$ cat src/inc/dout_sel_defs.vh
// Operation
// RQ1: report board status; failed diagnostics blocks armature
// RQ2: two outputs, each own source and polarity
// RQ3: output 1 normally open follows source directly
// RQ4: output 1 normally closed inverts the source
// RQ5: contacts forced open until diagnostics complete
// RQ6: output 1 from level detector 1 or 2
// RQ7: current-limit source drives output
// RQ8: start-permissive source drives output
// RQ9: link health flag source drives output
// RQ10: bit 0 of host word 1-3 drives output
// RQ11: host word sources need network board
// RQ12: host words update only network control active
// RQ13: output 2 normally open follows source directly
// RQ14: output 2 normally closed inverts the source
// RQ15: output 2 same eight sources, default detector 2
// RQ16: rejected host word choice keeps old source
`ifndef DOUT_SEL_DEFS_VH
`define DOUT_SEL_DEFS_VH
`define REG_CTRL 4'h0
`define REG_OUT1_SRC 4'h1
`define REG_OUT2_SRC 4'h2
`define REG_STATUS 4'h3
`define REG_WORD_A 4'h4
`define REG_WORD_B 4'h5
`define REG_WORD_C 4'h6
`define SRC_LVL1 3'h0
`define SRC_LVL2 3'h1
`define SRC_CLIM 3'h2
`define SRC_READY 3'h3
`define SRC_LINK 3'h4
`define SRC_WORD_A 3'h5
`define SRC_WORD_B 3'h6
`define SRC_WORD_C 3'h7
`define BRD_NONE 2'h0
`define BRD_OK 2'h1
`define BRD_FAIL 2'h2
`define CTRL_POL1_BIT 0
`define CTRL_POL2_BIT 1
`define POL_NO 1'b0
`define WORD_W 16
`define SRC_W 3
`define HOST_BIT 0
`define WSEL_A 0
`define WSEL_B 1
`define WSEL_C 2
`define SIG_N 9
`define SIG_DIAG 8
`define SIG_NETBRD 7
`define SIG_LVL1 6
`define SIG_LVL2 5
`define SIG_CLIM 4
`define SIG_READY 3
`define SIG_LINK 2
`define SIG_NETCTL 1
`define SIG_NETACT 0
`define ST_BRD_HI 1
`define ST_BRD_LO 0
`define ST_NETBRD_BIT 2
`define ST_DIAG_BIT 3
`define ST_OUT1_BIT 4
`define ST_OUT2_BIT 5
`endif

$ cat src/verilog/dout_sel.v
`timescale 1ns/1ps
`include "dout_sel_defs.vh"
module dout_sel (
    input wire clk,
    input wire sys_rst,
    input wire [3:0] avs_address,
    input wire avs_read,
    input wire avs_write,
    input wire [31:0] avs_writedata,
    output reg [31:0] avs_readdata,
    output wire avs_waitrequest,
    input wire [1:0] board_status,
    input wire diag_done,
    input wire netboard_present,
    input wire lvl_det1,
    input wire lvl_det2,
    input wire in_current_limit,
    input wire drive_ready,
    input wire link_health_flag,
    input wire net_control_sel,
    input wire net_active,
    input wire [15:0] host_word_a_in,
    input wire [15:0] host_word_b_in,
    input wire [15:0] host_word_c_in,
    input wire host_word_strobe,
    output reg out1_closed_r,
    output reg out2_closed_r,
    output reg armature_inhibit_r
);

// one wait cycle per access: waitrequest high in the first cycle
reg ack_r;
wire ack_nxt;
wire req;
wire do_wr;
wire do_rd;

// configuration state
reg out1_contact_polarity;
reg out2_contact_polarity;
reg [`SRC_W-1:0] out1_source_choice;
reg [`SRC_W-1:0] out2_source_choice;
reg [`WORD_W-1:0] host_word_a;
reg [`WORD_W-1:0] host_word_b;
reg [`WORD_W-1:0] host_word_c;

// pin synchroniser stages
reg [`SIG_N-1:0] s1_r;
reg [`SIG_N-1:0] s2_r;
reg [`SIG_N-1:0] s3_r;
reg [`SIG_N-1:0] sig_r;
wire [`SIG_N-1:0] sig_raw;
reg [1:0] st1_r;
reg [1:0] st2_r;
reg [1:0] st3_r;
reg [1:0] diag_failure_state_r;
integer i;

// synchronised pin levels
wire diag_ok;
wire netboard_ok;
wire net_ctl_ok;
wire net_act_ok;
wire word_load;

// write decode
wire [`SRC_W-1:0] wr_src;
wire src_ok;
wire wr_ctrl;
wire wr_out1;
wire wr_out2;

// read path and contact drive
reg [31:0] rd_mux;
reg [31:0] stat_word;
wire [2:0] wbits;
wire src1;
wire src2;
wire out1_nxt;
wire out2_nxt;
wire inhibit_nxt;

function is_word_src;
    input [`SRC_W-1:0] s;
    begin
        is_word_src = (s == `SRC_WORD_A) | (s == `SRC_WORD_B) |
            (s == `SRC_WORD_C);
    end
endfunction

function pick_src;
    input [`SRC_W-1:0] s;
    input [`SIG_N-1:0] v;
    input [2:0] w;
    begin
        case (s)
            `SRC_LVL1: pick_src = v[`SIG_LVL1]; // RQ6
            `SRC_LVL2: pick_src = v[`SIG_LVL2]; // RQ6
            `SRC_CLIM: pick_src = v[`SIG_CLIM]; // RQ7
            `SRC_READY: pick_src = v[`SIG_READY]; // RQ8
            `SRC_LINK: pick_src = v[`SIG_LINK]; // RQ9
            `SRC_WORD_A: pick_src = w[`WSEL_A]; // RQ10
            `SRC_WORD_B: pick_src = w[`WSEL_B]; // RQ10
            `SRC_WORD_C: pick_src = w[`WSEL_C]; // RQ10
            default: pick_src = 1'b0;
        endcase
    end
endfunction

// contact closed when enabled and source differs from polarity
function contact_level;
    input en;
    input src;
    input pol;
    begin
        contact_level = en & (src ^ pol);
    end
endfunction

assign req = avs_read | avs_write;
assign ack_nxt = req & ~ack_r;
assign avs_waitrequest = req & ~ack_r;
assign do_wr = avs_write & ~avs_waitrequest;
assign do_rd = avs_read & ~ack_r;
assign sig_raw = {diag_done, netboard_present, lvl_det1, lvl_det2,
    in_current_limit, drive_ready, link_health_flag, net_control_sel,
    net_active};

assign diag_ok = sig_r[`SIG_DIAG];
assign netboard_ok = sig_r[`SIG_NETBRD];
assign net_ctl_ok = sig_r[`SIG_NETCTL];
assign net_act_ok = sig_r[`SIG_NETACT];
assign word_load = host_word_strobe & net_ctl_ok & net_act_ok; // RQ12

assign wr_src = avs_writedata[`SRC_W-1:0];
assign src_ok = !is_word_src(wr_src) | netboard_ok; // RQ11
assign wr_ctrl = do_wr & (avs_address == `REG_CTRL);
assign wr_out1 = do_wr & (avs_address == `REG_OUT1_SRC);
assign wr_out2 = do_wr & (avs_address == `REG_OUT2_SRC);

// bus acknowledge
always @(posedge clk or posedge sys_rst)
begin
    if (sys_rst)
        ack_r <= 1'b0;
    else
        ack_r <= ack_nxt;
end

// pin synchronisers: change taken when stages 2 and 3 agree
always @(posedge clk or posedge sys_rst)
begin
    if (sys_rst)
    begin
        s1_r <= {`SIG_N{1'b0}};
        s2_r <= {`SIG_N{1'b0}};
        s3_r <= {`SIG_N{1'b0}};
        sig_r <= {`SIG_N{1'b0}};
    end
    else
    begin
        s1_r <= sig_raw;
        s2_r <= s1_r;
        s3_r <= s2_r;
        for (i = 0; i < `SIG_N; i = i + 1)
            if (s2_r[i] == s3_r[i])
                sig_r[i] <= s3_r[i];
    end
end

// board status synchroniser
always @(posedge clk or posedge sys_rst)
begin
    if (sys_rst)
    begin
        st1_r <= `BRD_NONE;
        st2_r <= `BRD_NONE;
        st3_r <= `BRD_NONE;
    end
    else
    begin
        st1_r <= board_status;
        st2_r <= st1_r;
        st3_r <= st2_r;
    end
end

// board status taken once stages 2 and 3 agree
always @(posedge clk or posedge sys_rst)
begin
    if (sys_rst)
        diag_failure_state_r <= `BRD_NONE;
    else if (st2_r == st3_r)
        diag_failure_state_r <= st3_r; // RQ1
end

// host word a: strobe is same-clock logic
always @(posedge clk or posedge sys_rst)
begin
    if (sys_rst)
        host_word_a <= {`WORD_W{1'b0}};
    else if (word_load)
        host_word_a <= host_word_a_in; // RQ12
end

// host word b
always @(posedge clk or posedge sys_rst)
begin
    if (sys_rst)
        host_word_b <= {`WORD_W{1'b0}};
    else if (word_load)
        host_word_b <= host_word_b_in; // RQ12
end

// host word c
always @(posedge clk or posedge sys_rst)
begin
    if (sys_rst)
        host_word_c <= {`WORD_W{1'b0}};
    else if (word_load)
        host_word_c <= host_word_c_in; // RQ12
end

// output 1 contact polarity
always @(posedge clk or posedge sys_rst)
begin
    if (sys_rst)
        out1_contact_polarity <= `POL_NO;
    else if (wr_ctrl)
        out1_contact_polarity <= avs_writedata[`CTRL_POL1_BIT]; // RQ2
end

// output 2 contact polarity
always @(posedge clk or posedge sys_rst)
begin
    if (sys_rst)
        out2_contact_polarity <= `POL_NO;
    else if (wr_ctrl)
        out2_contact_polarity <= avs_writedata[`CTRL_POL2_BIT]; // RQ2
end

// output 1 source; word sources refused without network board
always @(posedge clk or posedge sys_rst)
begin
    if (sys_rst)
        out1_source_choice <= `SRC_LVL1; // RQ6
    else if (wr_out1 & src_ok)
        out1_source_choice <= wr_src; // RQ16
end

// output 2 source
always @(posedge clk or posedge sys_rst)
begin
    if (sys_rst)
        out2_source_choice <= `SRC_LVL2; // RQ15
    else if (wr_out2 & src_ok)
        out2_source_choice <= wr_src; // RQ16
end

// status word
always @*
begin
    stat_word = 32'h00000000;
    stat_word[`ST_BRD_HI:`ST_BRD_LO] = diag_failure_state_r; // RQ1
    stat_word[`ST_NETBRD_BIT] = netboard_ok;
    stat_word[`ST_DIAG_BIT] = diag_ok;
    stat_word[`ST_OUT1_BIT] = out1_closed_r;
    stat_word[`ST_OUT2_BIT] = out2_closed_r;
end

// read multiplexer
always @*
begin
    rd_mux = 32'h00000000;
    case (avs_address)
        `REG_CTRL:
        begin
            rd_mux[`CTRL_POL1_BIT] = out1_contact_polarity;
            rd_mux[`CTRL_POL2_BIT] = out2_contact_polarity;
        end
        `REG_OUT1_SRC:
            rd_mux[`SRC_W-1:0] = out1_source_choice;
        `REG_OUT2_SRC:
            rd_mux[`SRC_W-1:0] = out2_source_choice;
        `REG_STATUS:
            rd_mux = stat_word;
        `REG_WORD_A:
            rd_mux[`WORD_W-1:0] = host_word_a;
        `REG_WORD_B:
            rd_mux[`WORD_W-1:0] = host_word_b;
        `REG_WORD_C:
            rd_mux[`WORD_W-1:0] = host_word_c;
        default:
            rd_mux = 32'h00000000;
    endcase
end

// read data captured in the wait cycle, held until the next read
always @(posedge clk or posedge sys_rst)
begin
    if (sys_rst)
        avs_readdata <= 32'h00000000;
    else if (do_rd)
        avs_readdata <= rd_mux;
end

// contact drive: open until diagnostics complete
assign wbits = {host_word_c[`HOST_BIT], host_word_b[`HOST_BIT],
    host_word_a[`HOST_BIT]};
assign src1 = pick_src(out1_source_choice, sig_r, wbits);
assign src2 = pick_src(out2_source_choice, sig_r, wbits); // RQ15
assign out1_nxt = contact_level(diag_ok, src1,
    out1_contact_polarity); // RQ3 RQ4 RQ5
assign out2_nxt = contact_level(diag_ok, src2,
    out2_contact_polarity); // RQ13 RQ14 RQ5
assign inhibit_nxt = (diag_failure_state_r == `BRD_FAIL); // RQ1

// output 1 contact
always @(posedge clk or posedge sys_rst)
begin
    if (sys_rst)
        out1_closed_r <= 1'b0; // RQ5
    else
        out1_closed_r <= out1_nxt; // RQ3 RQ4
end

// output 2 contact
always @(posedge clk or posedge sys_rst)
begin
    if (sys_rst)
        out2_closed_r <= 1'b0; // RQ5
    else
        out2_closed_r <= out2_nxt; // RQ13 RQ14
end

// armature inhibit on failed board diagnostics
always @(posedge clk or posedge sys_rst)
begin
    if (sys_rst)
        armature_inhibit_r <= 1'b0;
    else
        armature_inhibit_r <= inhibit_nxt; // RQ1
end

endmodule // dout_sel

$ cat config.mk
export PLATFORM = sky130hd
export DESIGN_NAME = dout_sel
export DESIGN_NICKNAME = d
export VERILOG_FILES = /design/src/verilog/dout_sel.v
export VERILOG_INCLUDE_DIRS = /design/src /design/src/inc
export SDC_FILE = /design/constraint.sdc
export NUM_CORES = 1
export LEC_CHECK = 0
export ABC_AREA = 0
export BUFFER_PORTS_ARGS = -buffer_cell sky130_fd_sc_hd__buf_2
export CORE_MARGIN = 2
export CORE_UTILIZATION = 47
export DETAILED_ROUTE_END_ITERATION = 10
export HOLD_SLACK_MARGIN = 0.03
export PLACE_DENSITY = 0.84
export SLEW_MARGIN = 20
export SYNTH_ARGS = -nofsm -noshare
export SYNTH_HDL_FRONTEND = slang
export SYNTH_SLANG_ARGS = --single-unit
$ cat constraint.sdc
create_clock -name clk -period 3.85 [get_ports clk]
set_input_delay 0.77 -clock clk [delete_from_list [all_inputs] [get_ports clk]]
set_output_delay 0.77 -clock clk [all_outputs]
set_load 0.01 [all_outputs]
After elaboration in Yosys (flattened, before gate mapping)
Cells that the tools add are included.
- flip-flop bits (word level): 120
- bits of input ports: 100
- output and inout bits: 36
- logic and storage cells: 91
- eq/ne operators: 34
- mux-type cells: 5
- bitwise operators: 20
- reduce and logical (&&, ||, !) cells: 4
- operators with widths (kind ; number):
    $pmux W13 S4 ; 1
    $eq A3 B3 Y1 const B ; 11
    $pmux W1 S8 ; 2
    $pmux W2 S7 ; 1
    $and A1 B1 Y1 ; 12
    $eq A3 B2 Y1 const B ; 4
    $eq A4 B3 Y1 const B ; 3
    $eq A1 B1 Y1 ; 9
    $eq A4 B2 Y1 const B ; 2
    $eq A3 B1 Y1 const B ; 2
    $logic_not A3 Y1 ; 2
    $pmux W1 S6 ; 1
    $eq A4 B1 Y1 const B ; 1
    $logic_not A4 Y1 ; 1
    $or A1 B1 Y1 ; 4
    $eq A2 B2 Y1 ; 1
    $eq A2 B2 Y1 const B ; 1
    $not A1 Y1 ; 2
    $xor A1 B1 Y1 ; 2
    $logic_not A1 Y1 ; 1

Logic depth before layout (Yosys ltp)
Gate-level depths: netlist (run 1).
- depth in word-level cells: 6
- gate-level depth with buffers: 6
- depth with buffers taken out: 4

Worst setup path after synthesis (run 1)
OpenSTA, ideal clock, no wires.
- kind: input port to flip-flop
- start point: input avs_address[0]
- end point: register out1_contact_polarity
- library setup time: 0.125 ns
- arrival time: 1.720 ns
- required time: 3.725 ns
- path slack: 2.005 ns
- cell stages on the path: 4
- path buffers: 2
- path through: clkbuf_2 -> buf_4 -> or3_1 -> mux2_2
- cells in the longest elaborated chain, start to end: 2
- RTL lines (element ; line ; text):
    start: declaration ; dout_sel.v:6 ; input wire [3:0] avs_address,
    $logic_not A4 Y1 ; - ;
    $and A1 B1 Y1 ; dout_sel.v:137 ; assign wr_ctrl = do_wr & (avs_address == `REG_CTRL);
    end signal: assignment ; dout_sel.v:228 ; out1_contact_polarity <= `POL_NO;
    end signal: assignment ; dout_sel.v:230 ; out1_contact_polarity <= avs_writedata[`CTRL_POL1_BIT];
    end: declaration ; dout_sel.v:39 ; reg out1_contact_polarity;
Every way passes these cells.
A chain may end at the register's enable or synchronous reset.

Worst setup path in the final report (run 1)
- start point: register ack_r
- end point: output avs_waitrequest
- cells in the longest elaborated chain, start to end: 2
- RTL lines (element ; line ; text):
    start: declaration ; dout_sel.v:32 ; reg ack_r;
    start signal: assignment ; dout_sel.v:147 ; ack_r <= ack_nxt;
    $not A1 Y1 ; dout_sel.v:122 ; assign avs_waitrequest = req & ~ack_r;
    $and A1 B1 Y1 ; dout_sel.v:122 ;
    end: declaration ; dout_sel.v:11 ; output wire avs_waitrequest,
Every way passes these cells.

==> reports/qor.txt, run 1 <==
========================================================================================================
Floorplan die area ........................................................................    11300 um2
Clock tree skew after final layout ........................................................   0.00708 ns
Combined area of all synthesized cells ....................................................     4920 um2
Yosys top cell by area ....................................................................      dfrtp_1
Antenna violations before repair ..........................................................            0
Via count .................................................................................         3082
Fraction of the yosys area taken by sequential cells ......................................        61.0%
Quantity of hold-fixing buffers added after cts ...........................................            0
YS warnings ...............................................................................            0
Maximum number of buffers from clock root to sink .........................................            2
Total buffers and inverters traversed by the critical path ................................            1
Post-layout instance count excluding filler cells .........................................          596
Via density per instance ..................................................................         5.17
CTS tree ..................................................................................        built
Post-CTS clock slew at the launch and capture registers of the worst setup and hold paths .      0.06 ns
Worst vdd rail ir drop ....................................................................   0.000406 V
Relative max-transition margin ............................................................        49.1%
Fraction of registers with async set/reset ................................................         100%
Final hold violations .....................................................................            0
Max-capacitance violation count ...........................................................            0
DIE WIDTH .................................................................................       106 um
# DRC .....................................................................................            0
Total Wirelength ..........................................................................      9.85 mm
Cells traversed along the worst timing path ............................................... nor2_1 > buf_2
Total negative slack ......................................................................         0 ns
Type of element capturing the critical path ...............................................   output pin
Top area cells in the synthesized netlist ................................................. dfrtp_1 (60%), mux2_2 (15%), buf_4 (2.9%)
Number of resized instances in the post-cts repair step ...................................            0
Clock root cell ...........................................................................     clkbuf_8
Hold crit path type .......................................................................   reg -> reg
Number of enable flip-flop cells after synthesis ..........................................            0
Number of top-level pins ..................................................................          136
Inst Count DP .............................................................................          563
First-pass iteration count of the detailed router .........................................            4
Transition at the pin with the smallest max-transition slack ..............................     0.764 ns
Final period utilization ..................................................................        51.4%
F_max .....................................................................................    0.505 GHz
Number of H-tree branching levels .........................................................            4
Number of post-CTS setup repair buffers ...................................................            0
Drt initial violations ....................................................................          150
Post-detailed-route count of antenna-violating nets .......................................            0
Status .................................................................................... finished, final reports clean
Synth cell types ..........................................................................           36
Maximum cell stage delay along the critical path ..........................................      0.41 ns
Power density relative to cell area .......................................................   599 nW/um2
Total gr overflow .........................................................................            0
Placer congestion estimate ................................................................        0.864
Layout cell share with drive strength beyond 1 ............................................        43.1%
Quantity of I/O buffers inserted on ports .................................................           90
Number of CTS-inserted buffers ............................................................           17
Post-layout minimum cycle time ............................................................      1.98 ns
Pins Over Slew Limit ......................................................................            0
Category of the most critical setup path ..................................................   reg -> out
Total half-perimeter wirelength after legalization and detailed placement .................      6.55 mm
Synth top area share ......................................................................        60.5%
Register bit total from synthesis .........................................................          120
Placeable core area .......................................................................    10200 um2
Arr. time, crit path ......................................................................      1.21 ns
Worst Path Max Fanout .....................................................................            3
Final setup fails .........................................................................            0
Final layout net count ....................................................................          546
Syn-to-layout area delta ..................................................................        21.9%
Via count of the first global-routing pass ................................................         3283
Number of sinks on the clock net ..........................................................          120
Commonest register cell after synthesis ...................................................      dfrtp_1
Leakage power of the design ...............................................................   0.00275 uW
First-pass GRT wire length ................................................................      16.0 mm
Pin count of the biggest net entering global routing ......................................          121
Data required time of the critical path ...................................................      3.08 ns
Detail-routed net length per standard cell ................................................      16.5 um
Clock insertion delay at the later pin of the skew report .................................      0.51 ns
Setup repair after global routing missed its margin .......................................           no
Per-instance average area after synthesis .................................................     13.9 um2
Standard-cell row count ...................................................................           37
Global Route Usage Sum ....................................................................        18.8%
Synthesized instance count ................................................................          353
Family with the most delay on the worst path ..............................................   flip-flops
Startpoint Class ..........................................................................    flip-flop
Effective utilization at floorplan ........................................................        48.1%
Chip height ...............................................................................       106 um
Slowest cell on the critical path .........................................................      dfrtp_1
========================================================================================================
-- stage by stage --
step | setup slack (ns) | hold slack (ns) | utilization [%] | power, uW | cell area, um2
final | 1.87 | 0.347 | 58.6 | 3590 | 6000
after global routing | 1.69 | 0.338 | 58.6 | 3770 | 6000
after CTS | 1.84 | 0.345 | 58.6 | 3620 | 6000
after detailed placement | 1.43 | 0.335 | 53.1 | 2120 | 5430
after global placement | 1.50 | 0.332 | 53.1 | 2080 | 5430
after floorplan | 1.61 | 0.331 | - | 1960 | 4980
-- kinds of logic after synthesis --
logic type	Yosys count	synth area share, %
AND/OR/NAND/NOR	52	5.72
flip-flops	120	61.0
AO/OA/AOI/OAI	51	7.07
XOR/XNOR	5	0.889
multiplexers	78	18.9
buffers and inverters	37	4.52
adder cells (fa/ha/maj)	9	1.83
other	1	0.0762
-- cell type report --
type | instances | area [um2]
clock inverter | 15 | 154
tap | 136 | 170
clock buffer | 17 | 414
antenna | 1 | 2.50
sequential | 120 | 3000
multi-input combinational | 211 | 1760
timing repair buffer | 92 | 478
fill | 812 | 4230
inverter | 4 | 18.8
-- flip-flops by register name, indices dropped and copies added (netlist names), 3 cells and up --
register,count
avs_readdata,16
host_word_a,16
host_word_b,16
host_word_c,16
out1_source_choice,3
out2_source_choice,3
s1_r,9
s2_r,9
s3_r,9
sig_r,9
-- Yosys cell counts, types with 2 or more instances --
library cell	count
a21oi_1	10
a221oi_1	3
a22o_1	3
a22oi_1	12
a32oi_1	3
and2_1	3
and3_1	2
buf_2	9
buf_4	19
clkbuf_1	4
dfrtp_1	119
inv_1	4
maj3_1	9
mux2_2	67
mux2i_1	7
mux4_1	4
nand2_1	18
nand2b_1	4
nand3_1	3
nor2_1	7
nor2b_1	9
o21ai_0	12
o21ai_1	2
o32a_1	2
or2_2	2
or3_1	2
xnor2_1	5
-- path summary, 6_finish.rpt --
kind | endpoint | startpoint | cells after the start | slack [ns]
worst max-delay path | avs_waitrequest | ack_r$_DFF_PP0_ | 2 | 1.87
worst min-delay path | s2_r[3]$_DFF_PP0_ | s1_r[3]$_DFF_PP0_ | 0 | 0.35
worst max register to register | avs_readdata[9]$_DFFE_PP0P_ | ack_r$_DFF_PP0_ | 4 | 1.91
worst min register to register | s2_r[3]$_DFF_PP0_ | s1_r[3]$_DFF_PP0_ | 0 | 0.35
max in group asynchronous | out1_source_choice[1]$_DFFE_PP0P_ | sys_rst | 3 | 2.93
min in group asynchronous | s1_r[7]$_DFF_PP0_ | sys_rst | 3 | 0.39
-- metal layers --
metal  routed length (um)  up-vias  GRT usage, %
li1                     -     1415             -
met1                 4330     1560          24.1
met2                 4940       97          30.6
met3                  456       10          4.60
met4                  125        0          7.71
met5                    0        -             0
-- placed cells by master, fill, tap and decap left out, types with 2 or more instances in the layout --
cell type and n:
a21oi_1 10, or2_2 2, o21ai_1 2, conb_1 16, nor2_1 7, and2_1 3
xnor2_1 5, dfrtp_1 119, inv_1 3, clkbuf_16 16, o21ai_0 12, and3_1 2
mux4_1 4, mux2_2 67, nand2b_1 4, nand3_1 2, nand2_1 18, buf_2 90
a221oi_1 3, bufinv_16 2, clkinvlp_4 5, or3_1 2, a32oi_1 3, maj3_1 9
nor2b_1 9, a22oi_1 12, o32a_1 2, mux2i_1 7, clkinv_2 4, a22o_1 3
clkinv_4 4
-- report_power, final --
| group | internal, uW | total, uW | leakage, uW | switching, uW |
|---|---|---|---|---|
| Clock | 919 | 1490 | 0.000270 | 570 |
| Sequential | 1480 | 1610 | 0.00146 | 137 |
| Combinational | 282 | 492 | 0.00103 | 210 |
(Power assumes the default switching activity.)
==> run 2: changes to the inputs <==
==> constraint.sdc (replaced) <==
create_clock -name clk -period 1.7 [get_ports clk]
set_input_delay 0.34 -clock clk [delete_from_list [all_inputs] [get_ports clk]]
set_output_delay 0.34 -clock clk [all_outputs]
set_load 0.01 [all_outputs]
==> run 2 against run 1 <==
Compared with the run above: sequential power rose by 130%; setup slack worse by 1.8 ns; hold slack got worse by 0.27 ns; clock skew rose by 0.0018 ns; highest routed layer unchanged; sequential share of layout area decreased by 1.9 points; clock-buffer cell count grew 3; non-clock buffer count rose by 24; flip-flop and latch count unchanged; combinational power up 140%; power up 130%; die area is the same.
==> reports/qor.txt, run 2 (same netlist as run 1, synthesis figures left out) <==
========================================================================================================
Clock tree skew after final layout ........................................................   0.00884 ns   was 0.00708 ns
Via count of the first global-routing pass ................................................         3398   was 3283
Hold crit path type .......................................................................    in -> reg   was reg -> reg
# DRC .....................................................................................            0   unchanged
Standard-cell row count ...................................................................           37   unchanged
Total Wirelength ..........................................................................      10.4 mm   was 9.85 mm
Final setup fails .........................................................................            0   unchanged
Global Route Usage Sum ....................................................................        19.7%   was 18.8%
Layout cell share with drive strength beyond 1 ............................................        43.3%   was 43.1%
Number of sinks on the clock net ..........................................................          120   unchanged
Arr. time, crit path ......................................................................      2.03 ns   was 1.21 ns
Total half-perimeter wirelength after legalization and detailed placement .................      7.22 mm   was 6.55 mm
Type of element capturing the critical path ...............................................    flip-flop   was output pin
Pwr Total .................................................................................      8100 uW   was 3590 uW
Number of H-tree branching levels .........................................................            4   unchanged
Cells traversed along the worst timing path ............................................... mux4_1 > mux2i_1 > xnor2_1 > and2_1   was nor2_1 > buf_2
Instance count on the critical path .......................................................            4   was 2
Highest-count cells in the layout ignoring fill and taps .................................. dfrtp_1 (119), buf_2 (90), mux2_2 (67)   unchanged
DIE WIDTH .................................................................................       106 um   unchanged
F_max .....................................................................................    0.605 GHz
Final hold violations .....................................................................            0   unchanged
Data required time of the critical path ...................................................      2.08 ns   was 3.08 ns
Quantity of I/O buffers inserted on ports .................................................           90   unchanged
Post-layout instance count excluding filler cells .........................................          619   was 596
Drt initial violations ....................................................................          140   was 150
Maximum number of buffers from clock root to sink .........................................            2   unchanged
Startpoint Class ..........................................................................    flip-flop   unchanged
Syn-to-layout area delta ..................................................................        26.7%   was 21.9%
Post-CTS clock slew at the launch and capture registers of the worst setup and hold paths .      0.06 ns   about the same
Antenna violations before repair ..........................................................            0   unchanged
Inst Count DP .............................................................................          574   was 563
Total buffers and inverters traversed by the critical path ................................            0   was 1
Slowest cell on the critical path .........................................................      dfstp_2   was dfrtp_1
Pins Over Slew Limit ......................................................................            0   unchanged
Hold depth ................................................................................            2   was 0
Category of the most critical setup path ..................................................   reg -> reg   was reg -> out
Chip height ...............................................................................       106 um   unchanged
Clock insertion delay at the later pin of the skew report .................................      0.49 ns   was 0.51 ns
Total gr overflow .........................................................................            0   unchanged
Leading cell type in the layout, fill and taps excluded ...................................      dfrtp_1   unchanged
First-pass GRT wire length ................................................................      17.1 mm   was 16.0 mm
Worst Path Max Fanout .....................................................................            3   unchanged
Number of cells on the worst reg-to-reg path ..............................................            4   unchanged
First-pass iteration count of the detailed router .........................................            4   unchanged
Effective utilization at floorplan ........................................................        48.1%   unchanged
Status .................................................................................... finished, final reports clean   unchanged
Via density per instance ..................................................................         5.17   about the same
Number of top-level pins ..................................................................          136   unchanged
Final layout net count ....................................................................          570   was 546
Leakage power of the design ...............................................................   0.00287 uW   was 0.00275 uW
Clock root cell ...........................................................................     clkbuf_8   unchanged
Power density relative to cell area .......................................................  1300 nW/um2   was 599 nW/um2
Post-detailed-route count of antenna-violating nets .......................................            0   unchanged
Number of resized instances in the post-cts repair step ...................................            0   unchanged
Number of diodes ..........................................................................            0   was 1
Max-capacitance violation count ...........................................................            0   unchanged
Post-layout minimum cycle time ............................................................      1.65 ns
Worst vdd rail ir drop ....................................................................    0.00104 V   was 0.000406 V
Placeable core area .......................................................................    10200 um2   unchanged
Placer congestion estimate ................................................................        0.888   was 0.864
Via count .................................................................................         3202   was 3082
Maximum cell stage delay along the critical path ..........................................      0.56 ns   was 0.41 ns
Pin count of the biggest net entering global routing ......................................           41   was 121
Final period utilization ..................................................................        97.2%
CTS tree ..................................................................................        built   unchanged
Family with the most delay on the worst path .............................................. multiplexers   was flip-flops
Floorplan die area ........................................................................    11300 um2   unchanged
Number of CTS-inserted buffers ............................................................           17   unchanged
Detail-routed net length per standard cell ................................................      16.9 um   was 16.5 um
========================================================================================================
[run 2: changes by cell type in the layout (fill, tap and decap cells not counted)]
cell / delta
clkinv_4: -2
buf_4: +8
clkinv_2: +1
clkbuf_8: +2
dlygate4sd3_1: +12
buf_12: +4
inv_6: -1
clkbuf_1: +1
bufinv_16: -1
diode_2: -1
[run 2: layout make-up]
| type | count | area [um2] |
|---|---|---|
| clock buffer | 20 | 445 |
| clock inverter | 12 | 103 |
| fill | 798 | 3990 |
| inverter | 4 | 18.8 |
| multi-input combinational | 211 | 1760 |
| sequential | 120 | 3000 |
| tap | 136 | 170 |
| timing repair buffer | 116 | 738 |
[run 2: worst paths after layout]
path                                                    from                                 to  slack, ns
min in group asynchronous                            sys_rst         host_word_c[1]$_DFFE_PP0P_       0.42
min                                        host_word_c_in[0]         host_word_c[0]$_DFFE_PP0P_       0.07
max in group asynchronous                            sys_rst  out2_source_choice[0]$_DFFE_PP1P_       0.70
max                        out2_source_choice[0]$_DFFE_PP1P_            out2_closed_r$_DFF_PP0_       0.05
max reg2reg                out2_source_choice[0]$_DFFE_PP1P_            out2_closed_r$_DFF_PP0_       0.05
min reg2reg                                s1_r[7]$_DFF_PP0_                  s2_r[7]$_DFF_PP0_       0.35
[run 2: worst register-to-register path: cells and delay by family, from the launching register on]
kind             cells  cell delay [ns]
XOR/XNOR             1             0.09
AND/OR/NAND/NOR      1             0.15
multiplexers         2             0.74
flip-flops           1             0.56
[run 2: power breakdown]
group          internal, uW  leakage (uW)  switching [uW]
Combinational           695       0.00116             499
Clock                  2000      0.000262            1240
Sequential             3350       0.00146             316
[run 2: layer usage]
layer	track usage [%]	wire [um]	share of wire (%)	vias up
li1	-	-	-	1463
met1	25.7	4520	43	1617
met2	32.2	5160	49	107
met3	5.58	612	5.9	15
met4	6.02	148	1.4	0
met5	0	0	0	-
[run 2: per-stage QoR]
stage                     area (um2)  hold WS [ns]  setup WS (ns)  utilization (%)  setup TNS, ns
after global routing            6240        0.0621       -0.00873             61.0       -0.00873
final                           6240        0.0740         0.0470             61.0              0
after CTS                       6230        0.0560         0.0260             60.9              0
after global placement          5560         0.332         0.0810             54.4              0
after floorplan                 4980         0.331         -0.109                -         -12.92
after detailed placement        5560         0.335         0.0399             54.4              0
[run 2: timing repair]
action | in CTS | in global routing
setup buffers | 0 | 1
hold endpoints to repair | 26 | 0
setup endpoints to repair | 0 | 1
hold buffers | 12 | 0
